`config.mk`:
```
export PLATFORM = sky130hd
export DESIGN_NAME = aadsc_seq
export DESIGN_NICKNAME = d
export VERILOG_FILES = /design/src/inc/aadsc_pkg.sv /design/src/inc/aadsc_res_if.sv /design/src/hw/aadsc_seq.sv /design/src/hw/aadsc_coder.sv
export SDC_FILE = /design/constraint.sdc
export NUM_CORES = 1
export LEC_CHECK = 0
export ABC_AREA = 1
export BUFFER_PORTS_ARGS = -buffer_cell sky130_fd_sc_hd__buf_2
export CAP_MARGIN = 20
export CORE_MARGIN = 3
export CORE_UTILIZATION = 41
export DETAILED_ROUTE_END_ITERATION = 10
export GPL_TIMING_DRIVEN = 0
export PLACE_DENSITY = 0.62
export SLEW_MARGIN = 20
export SYNTH_ARGS = -nofsm -noshare
export SYNTH_HDL_FRONTEND = slang
export SYNTH_SLANG_ARGS = --single-unit
```
`constraint.sdc`:
```
create_clock -name i_clock -period 1.9 [get_ports i_clock]
set_input_delay 0.19 -clock i_clock [delete_from_list [all_inputs] [get_ports i_clock]]
set_output_delay 0.19 -clock i_clock [all_outputs]
set_load 0.01 [all_outputs]
```
`src/inc/aadsc_pkg.sv`:
```
// Constants for the audio converter sampling control.
// Assumes a 100 MHz master clock feeding every flop of the block.
package aadsc_pkg;
    // =========================================================
    // Timing
    localparam int CONV_CYCLES = 192;
    localparam int HOLD_LOW_EXTRA_NS = 50;
    localparam int CLK_PERIOD_NS = 10;
    localparam int HOLD_MIN_CYCLES = 1 + (HOLD_LOW_EXTRA_NS + CLK_PERIOD_NS - 1) / CLK_PERIOD_NS;
    localparam int CNT_W = 8;
    localparam logic [CNT_W-1:0] CONV_LAST = 8'(CONV_CYCLES - 1);
    // =========================================================
    // Data widths and channel codes
    localparam int DATA_W = 16;
    localparam logic CH_LEFT = 1'b1;
    localparam logic CH_RIGHT = 1'b0;
    localparam logic CODE_TWOS = 1'b1;
    localparam logic [DATA_W-1:0] SIGN_FLIP = 16'h8000;
    localparam logic [DATA_W-1:0] DATA_RST = 16'h0000;
    // =========================================================
    // Sequencer states
    typedef enum logic [2:0] {
        AADSC_IDLE = 3'b001,
        AADSC_CONV = 3'b010,
        AADSC_SLEEP = 3'b100
    } aadsc_state_t;
endpackage : aadsc_pkg

```
`src/inc/aadsc_res_if.sv`:
```
// Result hand-off between the sequencer and the output coder.
// Assumes both ends run on the one master clock.
`timescale 1ns/10ps
interface aadsc_res_if;
    logic valid;
    logic channel;
    logic [15:0] data;
    modport src (output valid, output channel, output data);
    modport dst (input valid, input channel, input data);
endinterface : aadsc_res_if

```
`src/hw/aadsc_seq.sv`:
```
// Conversion sequencer: hold edge detect, conversion timing, channel
// select, tracking and external sample/hold control outputs.
// Assumes hold, channel select and sleep come from synchronous dividers.
`timescale 1ns/10ps

// Functional notes
// RQ1: Drive two sample/hold controls and two tracking outputs.
// RQ2: Stereo alternates left and right, half a sample period apart.
// RQ3: Second control holds right from left freeze until right conversion starts.
// RQ4: Every conversion lasts 192 master clock cycles at least.
// RQ5: External sample/hold must acquire within 192 cycles.
// RQ6: First control holds both inputs during each conversion.
// RQ7: Constant channel select converts one channel at full rate.
// RQ8: At conversion end exactly one tracking output goes low.
// RQ9: Sleep low enters low power, calibration data kept.
// RQ10: Sleep high accepts conversions at once, no recalibration.
// RQ11: On conversion end the array tracks the selected input.
// RQ12: Code high gives two's complement, low offset binary.
// RQ13: Hold falling edge starts conversion; low one cycle plus 50 ns.
// RQ14: Channel select sampled at conversion end picks next input.
// RQ15: Stereo party toggles channel select per conversion, stable 30 ns.
// RQ16: Tracking output returns high when next conversion starts.
module aadsc_seq
    import aadsc_pkg::*;
(
    input wire logic i_clock, // Master clock
    input wire logic i_nrst, // Async reset, active low
    input wire logic i_enable, // Clock enable
    input wire logic i_hold_n, // Hold and convert, falling edge
    input wire logic i_left_sel, // High selects left channel
    input wire logic i_sleep_n, // Low enters power down
    input wire logic i_code_twos, // Output coding select
    input wire logic [aadsc_pkg::DATA_W-1:0] i_raw_result, // SAR result
    output logic o_first_sample_hold_ctl, // High holds both inputs
    output logic o_second_sample_hold_ctl, // High holds right input
    output logic o_left_tracking_flag_n, // Low: left being acquired
    output logic o_right_tracking_flag_n, // Low: right being acquired
    output logic o_array_on_left, // Array tied to left input
    output logic o_tracking, // Array tracking
    output logic o_converting, // Conversion in progress
    output logic o_low_power, // Quiescent state
    output logic [aadsc_pkg::DATA_W-1:0] o_data, // Coded result
    output logic o_data_channel, // Channel of o_data
    output logic o_data_valid // Result strobe
);
    import aadsc_pkg::*;

    // =========================================================
    // State
    aadsc_state_t state;
    aadsc_state_t next_state;
    logic hold_prev;
    logic [CNT_W-1:0] count;
    logic cur_ch;
    logic hold_fall;
    logic conv_done;
    logic conv_start;
    logic pick_left;
    aadsc_res_if res ();

    // =========================================================
    // Hold edge detect and conversion events
    // Idle level of hold is high, so a low hold at the first
    // edge after reset still counts as a start
    assign hold_fall = hold_prev & ~i_hold_n; // RQ13
    assign conv_done = (state == AADSC_CONV) && (count == CONV_LAST); // RQ4

    // A fall seen with sleep low starts nothing and touches no output
    assign conv_start = (state == AADSC_IDLE) && i_sleep_n && hold_fall; // RQ13
    assign pick_left = (i_left_sel == CH_LEFT); // RQ14

    always_ff @(posedge i_clock or negedge i_nrst) begin
        if (!i_nrst) begin
            hold_prev <= 1'b1;
        end else if (i_enable) begin
            hold_prev <= i_hold_n;
        end
    end

    // =========================================================
    // Sequencer
    always_comb begin
        next_state = state;
        unique case (state)
            AADSC_IDLE: begin
                // Sleep outranks a start so a start never delays power down from idle
                if (!i_sleep_n) begin
                    next_state = AADSC_SLEEP; // RQ9
                end else if (hold_fall) begin
                    next_state = AADSC_CONV; // RQ13
                end
            end
            AADSC_CONV: begin
                // Sleep waits for the conversion to finish so no result is torn
                if (conv_done) begin
                    next_state = i_sleep_n ? AADSC_IDLE : AADSC_SLEEP; // RQ11
                end
            end
            AADSC_SLEEP: begin
                if (i_sleep_n) begin
                    next_state = AADSC_IDLE; // RQ10
                end
            end
            default: next_state = AADSC_IDLE;
        endcase
    end

    // =========================================================
    // State register
    // Illegal codes fall back to idle through the default arm
    always_ff @(posedge i_clock or negedge i_nrst) begin
        if (!i_nrst) begin
            state <= AADSC_IDLE;
        end else if (i_enable) begin
            state <= next_state;
        end
    end

    // =========================================================
    // Conversion timer
    // Counts enabled cycles only, so a frozen clock enable stretches
    // the conversion instead of shortening it
    // Runs 0 to CONV_LAST, one enabled cycle per step
    always_ff @(posedge i_clock or negedge i_nrst) begin
        if (!i_nrst) begin
            count <= '0;
        end else if (i_enable) begin
            if (state == AADSC_CONV && !conv_done) begin
                count <= count + 8'h01; // RQ4
            end else begin
                count <= '0;
            end
        end
    end

    // =========================================================
    // Channel select
    // Channel select latched at conversion end picks the next acquisition
    // Select may move freely mid-conversion; only the end edge counts
    always_ff @(posedge i_clock or negedge i_nrst) begin
        if (!i_nrst) begin
            cur_ch <= CH_LEFT;
        end else if (i_enable && conv_done) begin
            cur_ch <= i_left_sel; // RQ14 RQ2 RQ7
        end
    end

    // =========================================================
    // Tracking flags
    // Only the channel about to be acquired drops; both rise at the
    // next start, so the two are never low together
    always_ff @(posedge i_clock or negedge i_nrst) begin
        if (!i_nrst) begin
            o_left_tracking_flag_n <= 1'b1;
        end else if (i_enable) begin
            if (conv_done) begin
                o_left_tracking_flag_n <= !pick_left; // RQ8
            end else if (conv_start) begin
                o_left_tracking_flag_n <= 1'b1; // RQ16
            end
        end
    end

    always_ff @(posedge i_clock or negedge i_nrst) begin
        if (!i_nrst) begin
            o_right_tracking_flag_n <= 1'b1;
        end else if (i_enable) begin
            if (conv_done) begin
                o_right_tracking_flag_n <= pick_left; // RQ8
            end else if (conv_start) begin
                o_right_tracking_flag_n <= 1'b1; // RQ16
            end
        end
    end

    // =========================================================
    // External sample/hold controls
    // Right held from the left freeze until a right conversion starts
    // In mono the control parks at one level; it toggles only in stereo
    always_ff @(posedge i_clock or negedge i_nrst) begin
        if (!i_nrst) begin
            o_second_sample_hold_ctl <= 1'b0;
        end else if (i_enable && conv_start) begin
            o_second_sample_hold_ctl <= (cur_ch == CH_LEFT); // RQ3 RQ5
        end
    end

    // Registered from the next state so the pins that steer external
    // sample/hold units never glitch on a state decode
    always_ff @(posedge i_clock or negedge i_nrst) begin
        if (!i_nrst) begin
            o_first_sample_hold_ctl <= 1'b0;
            o_converting <= 1'b0;
            o_tracking <= 1'b1;
            o_low_power <= 1'b0;
        end else if (i_enable) begin
            o_first_sample_hold_ctl <= (next_state == AADSC_CONV); // RQ6 RQ1 RQ5
            o_converting <= (next_state == AADSC_CONV);
            o_tracking <= (next_state == AADSC_IDLE); // RQ11
            o_low_power <= (next_state == AADSC_SLEEP); // RQ9
        end
    end

    assign o_array_on_left = (cur_ch == CH_LEFT); // RQ11

    // =========================================================
    // Result hand-off
    // The coder latches on the end edge, while cur_ch still names
    // the channel just converted
    assign res.valid = conv_done;
    assign res.channel = cur_ch;
    assign res.data = i_raw_result;

    aadsc_coder u_coder (
        .i_clock(i_clock),
        .i_nrst(i_nrst),
        .i_enable(i_enable),
        .i_code_twos(i_code_twos),
        .res(res),
        .o_data(o_data),
        .o_data_channel(o_data_channel),
        .o_data_valid(o_data_valid)
    );
endmodule : aadsc_seq

```
`src/hw/aadsc_coder.sv`:
```
// Output coder: converts raw offset-binary results to the selected format.
// Assumes the result strobe is one cycle wide and synchronous.
`timescale 1ns/10ps
module aadsc_coder
    import aadsc_pkg::*;
(
    input wire logic i_clock, // Master clock
    input wire logic i_nrst, // Async reset, active low
    input wire logic i_enable, // Clock enable
    input wire logic i_code_twos, // High: two's complement
    aadsc_res_if.dst res, // Raw result
    output logic [aadsc_pkg::DATA_W-1:0] o_data, // Coded result
    output logic o_data_channel, // Channel of o_data
    output logic o_data_valid // One-cycle strobe
);
    import aadsc_pkg::*;

    always_ff @(posedge i_clock or negedge i_nrst) begin
        if (!i_nrst) begin
            o_data <= DATA_RST;
            o_data_channel <= CH_LEFT;
            o_data_valid <= 1'b0;
        end else if (i_enable) begin
            o_data_valid <= res.valid;
            if (res.valid) begin
                o_data_channel <= res.channel;
                // Two's complement is offset binary with the MSB inverted
                o_data <= (i_code_twos == CODE_TWOS) ? (res.data ^ SIGN_FLIP) : res.data; // RQ12
            end
        end
    end
endmodule : aadsc_coder

```
==> results.json <==
{
  "drc": 0,
  "grt_pass1_wl_um": 5996,
  "grt.busiest_layer": "met2",
  "p_per_area_nw_per_um2": 931.1,
  "largest_reg_flops": 16,
  "grt_pass1_vias": 1296,
  "rsz0062_at_grt": "false",
  "vias": 1392,
  "dp.cells": 293,
  "met3_usage_pct": 5.755,
  "internal_power_mw": 1.444,
  "path_clk_slew_ns": 0.07,
  "crit_type": "reg -> reg",
  "regArea_um2": 934.6,
  "max-cap-violations": 0,
  "ys_seq_area_share_pct": 54.85,
  "seq_power_share_pct": 47.6,
  "gp_congestion": 0.8023,
  "power_frac_comb_pct": 16.9,
  "grt_max_degree": 38,
  "finalMaxSlewViolations": 0,
  "cp_max_fo": 5,
  "synth_enable_flop_cells": 0,
  "die_area_um2": 4966,
  "swShare_pct": 26.69,
  "num_rows": 22,
  "setup_viol": 0,
  "io_pins": 49,
  "synth-seq-cells": 37,
  "drt_iter0_markers": 134,
  "dr.pass1.iters": 4,
  "cts_tree": "built",
  "power.switching_mw": 0.5257,
  "cts.sinks": 37,
  "synthArstFlopShare_pct": 100.0,
  "syn_to_final_growth_pct": 24.16,
  "antenna_found_initial": 0,
  "nets": 276,
  "htree_levels": 2,
  "end_kind": "register",
  "dieHeight_um": 70.47,
  "layout_common_cells": "nand2_1 (72), buf_2 (50), dfrtp_1 (30), inv_1 (16), nor2_1 (13)",
  "syn_inst": 198,
  "drive_above_1_share_pct": 32.41,
  "start_util_pct": 44.54,
  "fin_crit_ns": 1.518,
  "fp.dieW_um": 70.47,
  "antenna_left": 0,
  "hold_class": "in -> async",
  "finalCritPeriodShare_pct": 79.87,
  "cts_buffer_depth": 2,
  "gr-usage-met2_pct": 22.66,
  "cts_resized": 0,
  "finClkSkew_ns": 0.003131,
  "startpoint_type": "register",
  "insertion_delay_ns": 0.29,
  "final.setup.tns_ns": 0,
  "hold_slack_ns": -0.01283,
  "instances_no_fill": 301,
  "io_buffers": 47,
  "ys.flop_type": "dfrtp_1",
  "outcome": "finished, violations left",
  "tightest_slew_ns": 0.8088,
  "reg_top3": "u_coder.o_data: 16 flops, count: 8 flops, state: 3 flops",
  "maxSlewHeadroom_pct": 46.08,
  "peakVddDrop_mv": 0.4368,
  "hold_violations": 16,
  "p_total_mw": 1.970,
  "insertedDiodeCount": 0,
  "fmax_mhz": 658.9,
  "layout_commonest_cell": "nand2_1",
  "grt-ovfl-total": 0,
  "p_leak_nw": 1.196,
  "cp.required_ns": 2.10,
  "multi_input_area_um2": 651.9,
  "viasPerCell": 4.625,
  "drt_wl_total_um": 3451,
  "core-area_um2": 3826,
  "syn_area_per_cell_um2": 8.607,
  "regMostFlops": "u_coder.o_data",
  "yosysWarnings": 0,
  "clkPwrFrac_pct": 35.5,
  "routedWlPerCell_um": 11.47,
  "syn_area_um2": 1704,
  "violations": "negative hold slack",
  "cts_root_buffer": "clkbuf_8",
  "fill_cells": 385,
  "post-cts-setup-buffers": 0,
  "synthesis.nets": 222,
  "use_met1_pct": 20.58,
  "hold_buffers": 0,
  "numCtsBuffers": 5,
  "place_hpwl_um": 2553,
  "arrival_ns": 1.72,
  "track_usage_pct": 15.38,
  "ys_types": 29
}
-- final timing paths --
check	depth (start not counted)	slack, ns	endpoint	startpoint
worst max-delay path	6	0.38	count[3]	count[0]
worst min-delay path	1	-0.01	count[5]	i_nrst
worst max register to register	6	0.38	count[3]	count[0]
worst min register to register	2	0.47	o_tracking	o_tracking
max in group asynchronous	1	1.40	u_coder.o_data[3]	i_nrst
min in group i_clock	3	0.09	u_coder.o_data[6]	i_raw_result[6]
-- logic make-up (layout without fill, tap and decap cells) --
group	after synthesis	count (layout)	synth area share, %
buffers and inverters	26	81	6.901
xor gates and xnor gates	4	4	2.056
adders and majority gates	1	1	0.7341
AOI/OAI and AO/OA	14	14	4.479
DFF	37	37	54.85
and+or+nand+nor	116	116	30.98
-- through the flow --
step                      cell area (um2)  utilization, %  setup slack (ns)  hold slack (ns)
final                                2116           55.30            0.3824         -0.01283
after global routing                 2116           55.30            0.2679          0.04285
after CTS                            2116           55.30            0.3900          0.01439
after detailed placement             1999           52.26            0.4111           0.3370
after global placement               1999           52.26            0.3983           0.3365
after floorplan                      1704               -            0.6012          -0.1056
-- cell type report --
type / instances / area share, %
Sequential cell: 37 / 44.18
Multi-Input combinational cell: 135 / 30.81
Timing Repair Buffer: 47 / 11.12
Clock buffer: 7 / 4.080
Inverter: 20 / 3.607
Tap cell: 48 / 2.839
Buffer: 6 / 1.952
Clock inverter: 1 / 1.419
-- power by group through the flow --
stage               logic (mW)  clock network (mW)  registers (mW)
detailed placement       0.338                   0           0.951
floorplan                0.187                   0           0.966
finish                   0.333               0.699           0.938
global placement         0.328                   0           0.950
global route             0.389               0.757           0.950
CTS                      0.339               0.722           0.937
-- critical path: stages, from the launching register on --
cell	delay, ns
dfrtp_1	0.41
ha_1	0.24
nand2_1	0.12
nor2_4	0.06
a21oi_2	0.26
nor2_1	0.16
nor3b_1	0.19
-- Yosys cell counts, types with 2 or more instances --
library cell | number | share of area, %
nand2_1 | 72 | 16
dfrtp_1 | 30 | 44
inv_1 | 16 | 3.5
nor2_1 | 13 | 2.9
nand3_1 | 12 | 3.5
nand2_2 | 9 | 3.3
dfstp_2 | 7 | 11
o21ai_0 | 6 | 1.8
o21ai_1 | 4 | 1.2
buf_2 | 3 | 0.88
a21oi_1 | 2 | 0.59
clkinv_1 | 2 | 0.44
nand4_1 | 2 | 0.73
nor2_4 | 2 | 1.3
nor3b_1 | 2 | 0.88
xnor2_1 | 2 | 1.0
xor2_1 | 2 | 1.0
-- layer usage --
layer	routed length, um	share of wire [%]	vias to the layer above
li1	-	-	719
met1	1613	47	627
met2	1554	45	40
met3	231	6.7	6
met4	53	1.5	0
met5	0	0	-
Note: power is estimated with default switching activity, not from simulation.
